===== src/pkg/pie_regs.vh =====
// How it works
// [RQ1] Group enable gates every peripheral request
// [RQ2] Enable1 bits 7,6: timer1 gate, ADC
// [RQ3] Enable1 bits 5,4: serial receive, transmit
// [RQ4] Enable1 bits 3,2: sync port1, capcomp1
// [RQ5] Enable1 bits 1,0: timer2 match, timer1 overflow
// [RQ6] Enable2 bit 7: oscillator fail
// [RQ7] Enable2 bits 6,5: comparator2, comparator1
// [RQ8] Enable2 bits 4,3,0: eeprom, collision, capcomp2
// [RQ9] Enable3 bits 5,4: capcomp4, capcomp3
// [RQ10] Enable3 bits 3,1: timer6, timer4 match
// [RQ11] Unimplemented bits read zero, ignore writes
// [RQ12] Enable bits read/write, reset to zero
// [RQ13] Fourth enable register only on large variant
// [RQ14] Flags set regardless of any enable
// [RQ15] Global enable off blocks requests, pending kept
// [RQ16] Software clears flag before enabling source
// [RQ17] Request is OR of flag&enable, gated
`ifndef PIE_REGS_VH
`define PIE_REGS_VH

// Register byte offsets
`define PIE_OFF_CTRL   12'h000
`define PIE_OFF_EN1    12'h004
`define PIE_OFF_EN2    12'h008
`define PIE_OFF_EN3    12'h00c
`define PIE_OFF_EN4    12'h010
`define PIE_OFF_FLAG1  12'h014
`define PIE_OFF_FLAG2  12'h018
`define PIE_OFF_FLAG3  12'h01c
`define PIE_OFF_FLAG4  12'h020
`define PIE_OFF_ISTAT  12'h024
`define PIE_OFF_IMASK  12'h028

// Writable masks of implemented bits
`define PIE_EN1_MASK   8'hff
`define PIE_EN2_MASK   8'hf9
`define PIE_EN3_MASK   8'h3a
`define PIE_EN4_MASK   8'h03

// Control register fields
`define PIE_CTRL_GIE   1
`define PIE_CTRL_PERIPH_GROUP_ENABLE  0

// Reset value of every enable
`define PIE_EN_RST     8'h00

`endif


===== src/rtl/pie_irq_enable.v =====
`timescale 1ns/1ns
`include "pie_regs.vh"

module pie_irq_enable #(
	parameter LARGE_VARIANT = 1
) (
	input  wire        mclk_i,
	input  wire        sys_rst_i,
	input  wire        psel_i,
	input  wire        penable_i,
	input  wire        pwrite_i,
	input  wire [11:0] paddr_i,
	input  wire [31:0] pwdata_i,
	output reg  [31:0] prdata_o,
	output reg         pready_o,
	output reg         pslverr_o,
	input  wire [31:0] src_event_i,
	output reg         periph_req_o,
	output reg         irq_o
);

	////////////////////////////////////////////////////////////////////////
	// Storage
	reg        global_irq_enable_q;
	reg        periph_group_enable_q;
	reg [7:0]  periph_irq_enable_1_q;
	reg [7:0]  periph_irq_enable_2_q;
	reg [7:0]  periph_irq_enable_3_q;
	reg [7:0]  periph_irq_enable_4_q;
	reg [31:0] flag_q;
	reg [31:0] flag_d;
	reg [1:0]  istat_q;
	reg [1:0]  istat_d;
	reg [1:0]  imask_q;
	reg        req_d;
	reg [31:0] rdata_d;
	reg        hit_d;

	wire [31:0] en_all;
	wire [31:0] impl_mask;
	wire        wr_en;
	wire        wr_commit;
	wire [7:0]  en4_mask;

	// Per-source view: pending flag that its own enable lets through
	wire [31:0] src_live;
	// One summary bit per enable register, kept apart for timing
	wire [3:0]  grp_pending;
	// Write-one-clear pattern for the flag bank
	wire [31:0] flag_clr;
	// Status event sources
	wire        req_rose;
	wire        flag_new;

	////////////////////////////////////////////////////////////////////////
	// Write strobes, one per register
	wire        wr_ctrl;
	wire        wr_en1;
	wire        wr_en2;
	wire        wr_en3;
	wire        wr_en4;
	wire        wr_flag1;
	wire        wr_flag2;
	wire        wr_flag3;
	wire        wr_flag4;
	wire        wr_istat;
	wire        wr_imask;

	////////////////////////////////////////////////////////////////////////
	// Named enable bits

	// First enable register
	wire        timer1_gate_irq_en;
	wire        adc_irq_en;
	wire        serial_rx_irq_en;
	wire        serial_tx_irq_en;
	wire        sync_port1_irq_en;
	wire        capcomp1_irq_en;
	wire        timer2_match_irq_en;
	wire        timer1_overflow_irq_en;

	// Second enable register
	wire        osc_fail_irq_en;
	wire        comparator2_irq_en;
	wire        comparator1_irq_en;
	wire        eeprom_write_done_irq_en;
	wire        port1_bus_collision_irq_en;
	wire        capcomp2_irq_en;

	// Third enable register
	wire        capcomp4_irq_en;
	wire        capcomp3_irq_en;
	wire        timer6_match_irq_en;
	wire        timer4_match_irq_en;

	// Fourth enable register, large variant only
	wire        port2_bus_collision_irq_en;
	wire        sync_port2_irq_en;

	// Large variant alone carries the fourth register [RQ13]
	assign en4_mask  = (LARGE_VARIANT != 0) ? `PIE_EN4_MASK : 8'h00;
	assign impl_mask = {en4_mask, `PIE_EN3_MASK, `PIE_EN2_MASK, `PIE_EN1_MASK};
	// Ready is registered, so the first access cycle already carries it
	assign wr_en     = psel_i & penable_i & pwrite_i;
	assign wr_commit = wr_en & pready_o;

	// Decode once; every write below keys off one of these
	assign wr_ctrl   = wr_commit & (paddr_i == `PIE_OFF_CTRL);
	assign wr_en1    = wr_commit & (paddr_i == `PIE_OFF_EN1);
	assign wr_en2    = wr_commit & (paddr_i == `PIE_OFF_EN2);
	assign wr_en3    = wr_commit & (paddr_i == `PIE_OFF_EN3);
	assign wr_en4    = wr_commit & (paddr_i == `PIE_OFF_EN4);

	// Flag and status strobes
	assign wr_flag1  = wr_commit & (paddr_i == `PIE_OFF_FLAG1);
	assign wr_flag2  = wr_commit & (paddr_i == `PIE_OFF_FLAG2);
	assign wr_flag3  = wr_commit & (paddr_i == `PIE_OFF_FLAG3);
	assign wr_flag4  = wr_commit & (paddr_i == `PIE_OFF_FLAG4);
	assign wr_istat  = wr_commit & (paddr_i == `PIE_OFF_ISTAT);
	assign wr_imask  = wr_commit & (paddr_i == `PIE_OFF_IMASK);

	////////////////////////////////////////////////////////////////////////
	// Enable bits by source

	// First register: timer, converter, serial and capture sources
	assign timer1_gate_irq_en         = periph_irq_enable_1_q[7]; // [RQ2]
	assign adc_irq_en                 = periph_irq_enable_1_q[6]; // [RQ2]
	assign serial_rx_irq_en           = periph_irq_enable_1_q[5]; // [RQ3]
	assign serial_tx_irq_en           = periph_irq_enable_1_q[4]; // [RQ3]
	assign sync_port1_irq_en          = periph_irq_enable_1_q[3]; // [RQ4]
	assign capcomp1_irq_en            = periph_irq_enable_1_q[2]; // [RQ4]
	assign timer2_match_irq_en        = periph_irq_enable_1_q[1]; // [RQ5]
	assign timer1_overflow_irq_en     = periph_irq_enable_1_q[0]; // [RQ5]

	// Second register: bits 2 and 1 have no source
	assign osc_fail_irq_en            = periph_irq_enable_2_q[7]; // [RQ6]
	assign comparator2_irq_en         = periph_irq_enable_2_q[6]; // [RQ7]
	assign comparator1_irq_en         = periph_irq_enable_2_q[5]; // [RQ7]
	assign eeprom_write_done_irq_en   = periph_irq_enable_2_q[4]; // [RQ8]
	assign port1_bus_collision_irq_en = periph_irq_enable_2_q[3]; // [RQ8]
	assign capcomp2_irq_en            = periph_irq_enable_2_q[0]; // [RQ8]

	// Third register: bits 7, 6, 2 and 0 have no source
	assign capcomp4_irq_en            = periph_irq_enable_3_q[5]; // [RQ9]
	assign capcomp3_irq_en            = periph_irq_enable_3_q[4]; // [RQ9]
	assign timer6_match_irq_en        = periph_irq_enable_3_q[3]; // [RQ10]
	assign timer4_match_irq_en        = periph_irq_enable_3_q[1]; // [RQ10]

	// Fourth register: held at zero on the small variant
	assign port2_bus_collision_irq_en = periph_irq_enable_4_q[1]; // [RQ13]
	assign sync_port2_irq_en          = periph_irq_enable_4_q[0]; // [RQ13]

	// Rebuilt from named bits so a gap can never unmask anything [RQ11]
	assign en_all = {
		6'h00, port2_bus_collision_irq_en, sync_port2_irq_en,
		2'h0, capcomp4_irq_en, capcomp3_irq_en,
		timer6_match_irq_en, 1'b0, timer4_match_irq_en, 1'b0,
		osc_fail_irq_en, comparator2_irq_en, comparator1_irq_en,
		eeprom_write_done_irq_en, port1_bus_collision_irq_en, 2'h0, capcomp2_irq_en,
		timer1_gate_irq_en, adc_irq_en, serial_rx_irq_en, serial_tx_irq_en,
		sync_port1_irq_en, capcomp1_irq_en, timer2_match_irq_en, timer1_overflow_irq_en
	};

	////////////////////////////////////////////////////////////////////////
	// Per-source gating: flag and own enable [RQ17]
	genvar g;
	generate
		for (g = 0; g < 32; g = g + 1) begin : g_live
			assign src_live[g] = flag_q[g] & en_all[g];
		end
	endgenerate

	// Reduce per register first, then across the four
	assign grp_pending[0] = |src_live[7:0];
	assign grp_pending[1] = |src_live[15:8];
	assign grp_pending[2] = |src_live[23:16];
	assign grp_pending[3] = |src_live[31:24];

	// Clear pattern only exists during a committed flag write
	assign flag_clr = {
		wr_flag4 ? pwdata_i[7:0] : 8'h00,
		wr_flag3 ? pwdata_i[7:0] : 8'h00,
		wr_flag2 ? pwdata_i[7:0] : 8'h00,
		wr_flag1 ? pwdata_i[7:0] : 8'h00
	};

	////////////////////////////////////////////////////////////////////////
	// Address decode and read mux
	always @* begin
		hit_d   = 1'b1;
		rdata_d = 32'h0000_0000;
		case (paddr_i)
			`PIE_OFF_CTRL:  rdata_d = {30'h0, global_irq_enable_q, periph_group_enable_q};
			`PIE_OFF_EN1:   rdata_d = {24'h0, periph_irq_enable_1_q};
			`PIE_OFF_EN2:   rdata_d = {24'h0, periph_irq_enable_2_q}; // [RQ11]
			`PIE_OFF_EN3:   rdata_d = {24'h0, periph_irq_enable_3_q}; // [RQ11]
			`PIE_OFF_EN4:   rdata_d = {24'h0, periph_irq_enable_4_q};
			`PIE_OFF_FLAG1: rdata_d = {24'h0, flag_q[7:0]};
			`PIE_OFF_FLAG2: rdata_d = {24'h0, flag_q[15:8]};
			`PIE_OFF_FLAG3: rdata_d = {24'h0, flag_q[23:16]};
			`PIE_OFF_FLAG4: rdata_d = {24'h0, flag_q[31:24]};
			`PIE_OFF_ISTAT: rdata_d = {30'h0, istat_q};
			`PIE_OFF_IMASK: rdata_d = {30'h0, imask_q};
			default:        hit_d   = 1'b0;
		endcase
	end

	////////////////////////////////////////////////////////////////////////
	// Flags: event wins over a write-one clear in the same cycle
	always @* begin
		// Clear first, so a same-cycle event is ORed back in afterwards
		flag_d = flag_q & ~flag_clr;
		// Set independent of enables, global or group [RQ14]
		flag_d = (flag_d | src_event_i) & impl_mask;
	end

	////////////////////////////////////////////////////////////////////////
	// Request: pending flags held while gated off, so they fire later
	always @* begin
		req_d = |grp_pending & periph_group_enable_q // [RQ17] [RQ1]
			& global_irq_enable_q; // [RQ15]
	end

	// Edge of the request and arrival of a fresh flag feed the status bits
	assign req_rose = req_d & ~periph_req_o;
	assign flag_new = |(src_event_i & impl_mask & ~flag_q);

	// Status events: bit0 request rose, bit1 any flag newly set
	always @* begin
		istat_d = istat_q;
		if (wr_istat)
			istat_d = istat_q & ~pwdata_i[1:0];
		// Set after the clear, so an event in the same cycle wins
		if (req_rose)
			istat_d[0] = 1'b1;
		if (flag_new)
			istat_d[1] = 1'b1;
	end

	////////////////////////////////////////////////////////////////////////
	// Registers
	always @(posedge mclk_i) begin
		if (sys_rst_i) begin
			global_irq_enable_q   <= 1'b0;
			periph_group_enable_q <= 1'b0;
			periph_irq_enable_1_q <= `PIE_EN_RST; // [RQ12]
			periph_irq_enable_2_q <= `PIE_EN_RST;
			periph_irq_enable_3_q <= `PIE_EN_RST;
			periph_irq_enable_4_q <= `PIE_EN_RST;
			flag_q                <= 32'h0000_0000;
			istat_q               <= 2'h0;
			imask_q               <= 2'h0;
			prdata_o              <= 32'h0000_0000;
			pready_o              <= 1'b0;
			pslverr_o             <= 1'b0;
			periph_req_o          <= 1'b0;
			irq_o                 <= 1'b0;
		end else begin
			flag_q       <= flag_d;
			istat_q      <= istat_d;
			periph_req_o <= req_d;
			irq_o        <= |(istat_d & imask_q);
			// Registered ready: set in the first access cycle, so no wait state while outputs stay on flops
			pready_o     <= psel_i & ~penable_i;
			pslverr_o    <= psel_i & ~penable_i & ~hit_d;
			if (psel_i & ~penable_i)
				prdata_o <= hit_d ? rdata_d : 32'h0000_0000;
			// Control: global enable and peripheral group enable
			if (wr_ctrl) begin
				global_irq_enable_q   <= pwdata_i[`PIE_CTRL_GIE];
				periph_group_enable_q <= pwdata_i[`PIE_CTRL_PERIPH_GROUP_ENABLE];
			end
			// Masks drop unimplemented bits [RQ2] [RQ3] [RQ4] [RQ5]
			if (wr_en1)
				periph_irq_enable_1_q <= pwdata_i[7:0] & `PIE_EN1_MASK;
			// [RQ6] [RQ7] [RQ8] [RQ11]
			if (wr_en2)
				periph_irq_enable_2_q <= pwdata_i[7:0] & `PIE_EN2_MASK;
			// [RQ9] [RQ10] [RQ11]
			if (wr_en3)
				periph_irq_enable_3_q <= pwdata_i[7:0] & `PIE_EN3_MASK;
			// Small variant keeps this one at zero [RQ13]
			if (wr_en4)
				periph_irq_enable_4_q <= pwdata_i[7:0] & en4_mask;
			// Interrupt mask for the two status events
			if (wr_imask)
				imask_q <= pwdata_i[1:0];
		end
	end

	// Read data is captured in setup, so it is stable when ready rises;
	// no wait state is needed, every transfer ends in its first access cycle, reads and writes alike

endmodule


===== config.mk =====
export PLATFORM = sky130hd
export DESIGN_NAME = pie_irq_enable
export DESIGN_NICKNAME = d
export VERILOG_FILES = /design/src/rtl/pie_irq_enable.v
export VERILOG_INCLUDE_DIRS = /design/src /design/src/pkg
export SDC_FILE = /design/constraint.sdc
export NUM_CORES = 1
export LEC_CHECK = 0
export ABC_AREA = 0
export BUFFER_PORTS_ARGS = -buffer_cell sky130_fd_sc_hd__buf_2
export CAP_MARGIN = 25
export CORE_ASPECT_RATIO = 0.9
export CORE_UTILIZATION = 45
export CTS_CLUSTER_DIAMETER = 120
export DETAILED_ROUTE_END_ITERATION = 16
export GPL_TIMING_DRIVEN = 0
export PLACE_DENSITY_LB_ADDON = 0.25
export SETUP_SLACK_MARGIN = 0.1
export SKIP_LAST_GASP = 1
export SYNTH_ARGS = -nofsm -noshare
export SYNTH_HDL_FRONTEND = slang
export SYNTH_SLANG_ARGS = --single-unit

===== constraint.sdc =====
create_clock -name mclk_i -period 2.05 [get_ports mclk_i]
set_input_delay 0.41 -clock mclk_i [delete_from_list [all_inputs] [get_ports mclk_i]]
set_output_delay 0.41 -clock mclk_i [all_outputs]
set_load 0.02 [all_outputs]

==> results of run 1 <==
-- area by class of cell --
cell class	instances	area share [%]
Timing Repair Buffer	55	7.755
Clock buffer	12	4.040
Multi-Input combinational cell	266	44.90
Inverter	23	2.248
Buffer	42	6.582
Sequential cell	58	30.24
Tap cell	90	2.933
Clock inverter	4	1.303
-- metrics by stage --
stage,utilization (%),TNS [ns],instances,instance area [µm²]
3_5_place_dp,53.74,-14.34,530,3558
2_1_floorplan,-,0,389,3191
6_report,57.99,0,550,3840
3_3_place_gp,53.67,-17.06,529,3553
4_1_cts,57.37,0,549,3799
5_1_grt,57.99,0,550,3840
-- worst max path at each step --
stage                                                        to  slack [ns]
after CTS                                 flag_q[17]$_SDFF_PP0_        0.07
final                     periph_irq_enable_1_q[2]$_SDFFE_PP0P_        0.13
after global routing      periph_irq_enable_1_q[2]$_SDFFE_PP0P_        0.03
after detailed placement                   flag_q[2]$_SDFF_PP0_       -0.55
after global placement                     flag_q[3]$_SDFF_PP0_       -0.92
after floorplan                                irq_o$_SDFF_PP0_        0.07
-- worst max-delay path: cells and delay by family --
| kind | cells | cell delay [ns] |
|---|---|---|
| buffers and inverters | 3 | 0.70 |
| AND/OR/NAND/NOR | 4 | 0.96 |
| AO/OA/AOI/OAI | 1 | 0.06 |
-- flip-flops by register name, indices dropped and copies added, names as in the netlist --
register / cells
pready_o: 1
periph_req_o: 1
prdata_o: 8
periph_group_enable_q: 1
flag_q: 20
periph_irq_enable_1_q: 8
pslverr_o: 1
periph_irq_enable_3_q: 4
periph_irq_enable_2_q: 6
global_irq_enable_q: 1
imask_q: 2
irq_o: 1
istat_q: 2
periph_irq_enable_4_q: 2
-- metal layers --
layer / up-vias / GRT usage [%]
met5: - / 0
met4: 0 / 12.86
met3: 29 / 11.72
met2: 196 / 44.50
met1: 1414 / 35.61
li1: 1471 / -
-- logic make-up (layout without fill, tap and decap cells) --
family                 after synthesis  in the layout  synth area share [%]
AND/OR/NAND/NOR                    134            134                 21.85
AO/OA/AOI/OAI                       81             81                 19.67
buffers and inverters               65            136                 10.90
flip-flops                          58             58                 37.48
multiplexers                        27             27                 9.976
other                                1             24                0.1210
-- where the power goes --
group | internal [µW] | total (µW) | switching [µW]
Sequential | 1160 | 1190 | 33.9
Combinational | 127 | 332 | 205
Clock | 625 | 1100 | 476
-- synthesized netlist by cell type, drive strengths merged, types with 6 or more instances --
master and count:
inv 23, clkbuf 14, nor2 53, a311oi 22, nand2b 12, buf 28
nand2 27, mux2i 23, dfxtp 58, nand3 9, nor4 6, nand4 6
a21oi 17, a22oi 6, nor3 6
-- what timing repair did --
action	4_1_cts	5_1_grt
endpoints found under the setup margin	26	35
buffers inserted	3	1
cloned	0	0
pin swaps	1	2
gates resized for setup	3	5
hold buffers	0	0
==> metrics.txt, run 1 <==
Most Frequent Cell on Critical Path clkbuf_1; Reg clk slew, reported paths 0.07 ns; critical path capture point type flop; DIE AREA 0.007221 mm²; vias 3,110; Initial DRC Count 341; Seq/Total Area, Yosys a little under two fifths; Final Skew ~0.0080 ns; critical path's largest stage delay 0.35 ns; worst hold path type input port to flop; Crit path required time 2.26 ns; Worst Hold End flag_q[2]$_SDFF_PP0_; hold depth 2; number of global-route vias before repair 2,887; pwr dens around 700 mW/mm²; reg-to-reg endpoint irq_o$_SDFF_PP0_; fin crit share 93.54%; commonest non-fill, non-tap cell in the layout dfxtp_1; Die H 80.72 µm; multi-input logic area 0.001724 mm²; Worst VDD drop 0.0004073 V; reg-to-reg startpoint pready_o$_SDFF_PP0_; yosys warns 0; clock buffer depth 2; GRT overflow 0; post-DP HPWL between 7 and 8 mm; Via-to-Cell Ratio 5.655; WL met3 about 1.1 mm; slew margin rel. 47.46%; Worst Reg-to-Reg Cells 5; final WL 9.742 mm; # rows 28; Post-synth EDFFs 0; CP max-delay cell or3_1; WL met1 3.982 mm; most frequent cells in the layout 58 x dfxtp_1, 54 x buf_2, 51 x nor2_1; Slew Limit Fails 0; ranking of synthesized cells by area dfxtp_1 37%, mux2i_1 7.4%, nor2_1 6.3%, a311oi_1 6.2%, buf_4 5.8%; max cap viols 0; Final Hold Fails 0; top sig layer met4; RSZ-0062 raised after global routing true; final total power about 2600 µW; clock sinks 58; # nets final 536; proportion of layout cells with a drive suffix above 1 between 20% and 30%; Core ar. 0.006621 mm²; Pre-antenna DRT Iters 5; Fmax achieved 521.5 MHz; H-tree Lvls 3; IO buf count 50; Syn Std Cell Area roughly 0.0031 mm²; Area growth syn-to-layout 23.95%; Yosys reg bits 58; hold_sp pwdata_i[2]; GPL Wtd Cong 0.9397; Mean Syn Cell Area 8.464 µm²; Critical Path, Cell by Cell clkbuf_1 -> nor2b_1 -> nand4_1 -> buf_4 -> or3_1 -> clkbuf_1 -> nand2_1 -> a21oi_1; Tmin final approximately 1.9 ns; DRC errors left 0; CP Launch Point paddr_i[3]; post-synth top area cell dfxtp_1; fillers 605; later-pin clock latency in the skew report 0.35 ns; post-synth top area share a little under two fifths; FF/Latch Area around 0.0012 mm²; Worst Tran Pin Value 0.7882 ns; global-route wire length before repair 14.88 mm; metal2 WL about 4.4 mm; Tot GR Track Use 28.99%; Detail Route Antenna Nets 0; top_reg_cell synth dfxtp_1; TritonCTS clock tree yes; R2R Setup Slk approximately 0.19 ns; CTS buffer count 9; die width about 89 µm; status completed; drt wl/cell 17.71 µm; Root Buffer clkbuf_8; pin count of the biggest net entering global routing 11; WP data arrival between 2 and 2.5 ns; Startpoint Class input port; async set or reset register ratio after synthesis 0%; setup slack after layout 0.1323 ns; Post-Syn Instances 366; Pleak 0.001700 µW; pre-CTS setup slack -0.5460 ns; hold slack 0.2680 ns; # IOs 117; initial antenna violation count 0; synth unique cells 50; Final setup viols 0; Max FO, Critical Path 8; Initial Util 46.79%; crit path kind input port to flop; n_diodes 0
No activity file was read; power rests on OpenSTA's default activity.
==> inputs of run 2 (changes only) <==
CELL_PAD_IN_SITES_DETAIL_PLACEMENT = 1   (was not set)
CELL_PAD_IN_SITES_GLOBAL_PLACEMENT = 1   (was not set)
CORE_UTILIZATION = 32   (was 45)
==> run 2 against run 1 <==
  * Global-route usage fell by 6.2 points
  * Hold slack lost 0.00064 ns
  * Largest power group is now the clock network
  * Sequential power barely moved
  * Count of clock-buffer cells in the layout is the same
  * Critical path type unchanged
  * Wire length grew 14%
  * First-iteration DRC count decreased by 39%
  * Non-clock buffer count increased by 2
  * Setup slack got worse by 0.022 ns
==> metrics.txt, run 2 (synthesized netlist as in run 1, its figures left out) <==
status completed; Slew Limit Fails 0; Area growth syn-to-layout 27.26%; vias 3,192; crit path kind input port to flop; max FFs per register 20; Final Util between 40% and 50%; Reg clk slew, reported paths 0.07 ns; later-pin clock latency in the skew report between 0.3 and 0.4 ns; pwr dens approximately 720 mW/mm²; Regs by FF count flag_q (20), periph_irq_enable_1_q (8), prdata_o (8); final WL 11.07 mm; GPL Wtd Cong 0.8571; Core ar. 0.009249 mm²; n_diodes 0; CTS buffer count 9; most frequent cells in the layout 58 x dfxtp_1, 54 x buf_2, 51 x nor2_1; Pleak 0.001746 µW; worst hold path type input port to flop; GRT overflow 0; H-tree Lvls 3; Die H 95.35 µm; drt wl/cell 18.95 µm; Worst Tran Pin Value 0.7849 ns; clock buffer depth 2; die width 105.7 µm; Tmin final 1.939 ns; Worst VDD drop 0.0003517 V; clock sinks 58; Crit path required time 2.25 ns; Startpoint Class input port; slew margin rel. 47.67%; Final Skew between 0.009 and 0.01 ns; Largest Register flag_q; # IOs 117; DIE AREA 0.01008 mm²; Via-to-Cell Ratio around 5.5; Detail Route Antenna Nets 0; Initial DRC Count 207; global-route wire length before repair 16.87 mm; Final setup viols 0; # rows 33; setup slack after layout ~0.11 ns; Fmax achieved 515.6 MHz; Tot GR Track Use 22.78%; critical path capture point type flop; WP data arrival around 2.1 ns; number of global-route vias before repair 3,074; # nets final between 500 and 600; post-DP HPWL 8.074 mm; fin crit share between 90% and 100%; TritonCTS clock tree yes; initial antenna violation count 0; Initial Util roughly 33%; Root Buffer clkbuf_8; max cap viols 0; Final Hold Fails 0; commonest non-fill, non-tap cell in the layout dfxtp_1; hold_buf cts 0; pin count of the biggest net entering global routing 11; fillers about 1.1k; DRC errors left 0; Pre-antenna DRT Iters 5; pre-CTS setup slack -0.5360 ns; IO buf count 50; Max FO, Critical Path 4; RSZ-0062 raised after global routing true; proportion of layout cells with a drive suffix above 1 25.11%
## run 2: layer usage
metal / global-route usage (%) / part of all wire (%) / vias up
met2: 38.67 / 48 / 140
met4: 7.523 / 2.1 / 0
met5: 0 / 0 / -
li1: - / - / 1479
met1: 28.62 / 44 / 1556
met3: 5.332 / 6.6 / 17
## run 2: area by class of cell
type | instances | area (µm²) | share of cell area, %
Multi-Input combinational cell | 266 | 1742 | 44.18
Sequential cell | 58 | 1161 | 29.45
Timing Repair Buffer | 57 | 302.8 | 7.680
Buffer | 42 | 254.0 | 6.442
Tap cell | 122 | 152.6 | 3.872
Clock buffer | 12 | 145.1 | 3.681
Clock inverter | 4 | 98.84 | 2.507
Inverter | 23 | 86.33 | 2.190
## run 2: critical path: stages
cell	delay, ns
buf_2	0.11
or4_4	0.58
nor3_4	0.32
nand3_1	0.22
nor2_2	0.34
a311oi_1	0.16
## run 2: final timing paths
kind / start / slack [ns] / endpoint / depth (start not counted)
max: paddr_i[6] / 0.11 / flag_q[21]$_SDFF_PP0_ / 6
min: pwdata_i[2] / 0.27 / flag_q[2]$_SDFF_PP0_ / 2
max reg2reg: flag_q[5]$_SDFF_PP0_ / 0.30 / irq_o$_SDFF_PP0_ / 5
min reg2reg: prdata_o[2]$_SDFFE_PP0P_ / 0.47 / prdata_o[2]$_SDFFE_PP0P_ / 2
## run 2: where the power goes
| group | internal, µW | total [µW] | switching (µW) |
|---|---|---|---|
| registers | 1160 | 1190 | 35.3 |
| logic | 128 | 343 | 215 |
| clock network | 844 | 1320 | 477 |
## run 2: timing repair
item	in CTS	in global routing
gates resized for setup	5	6
pin swaps	2	1
buffers inserted	4	3
endpoints found under the hold margin	0	0
endpoints found under the setup margin	31	21
## run 2: per-stage QoR
stage	cells	TNS, ns	hold slack (ns)	total power [µW]	area [µm²]
final	584	0	0.2674	2857	3943
after CTS	581	0	0.2630	2863	3895
after detailed placement	561	-15.88	0.4619	1547	3598
after floorplan	389	0	0.4414	1419	3191
after global routing	584	0	0.2837	2958	3943
after global placement	561	-19.58	0.4506	1541	3593
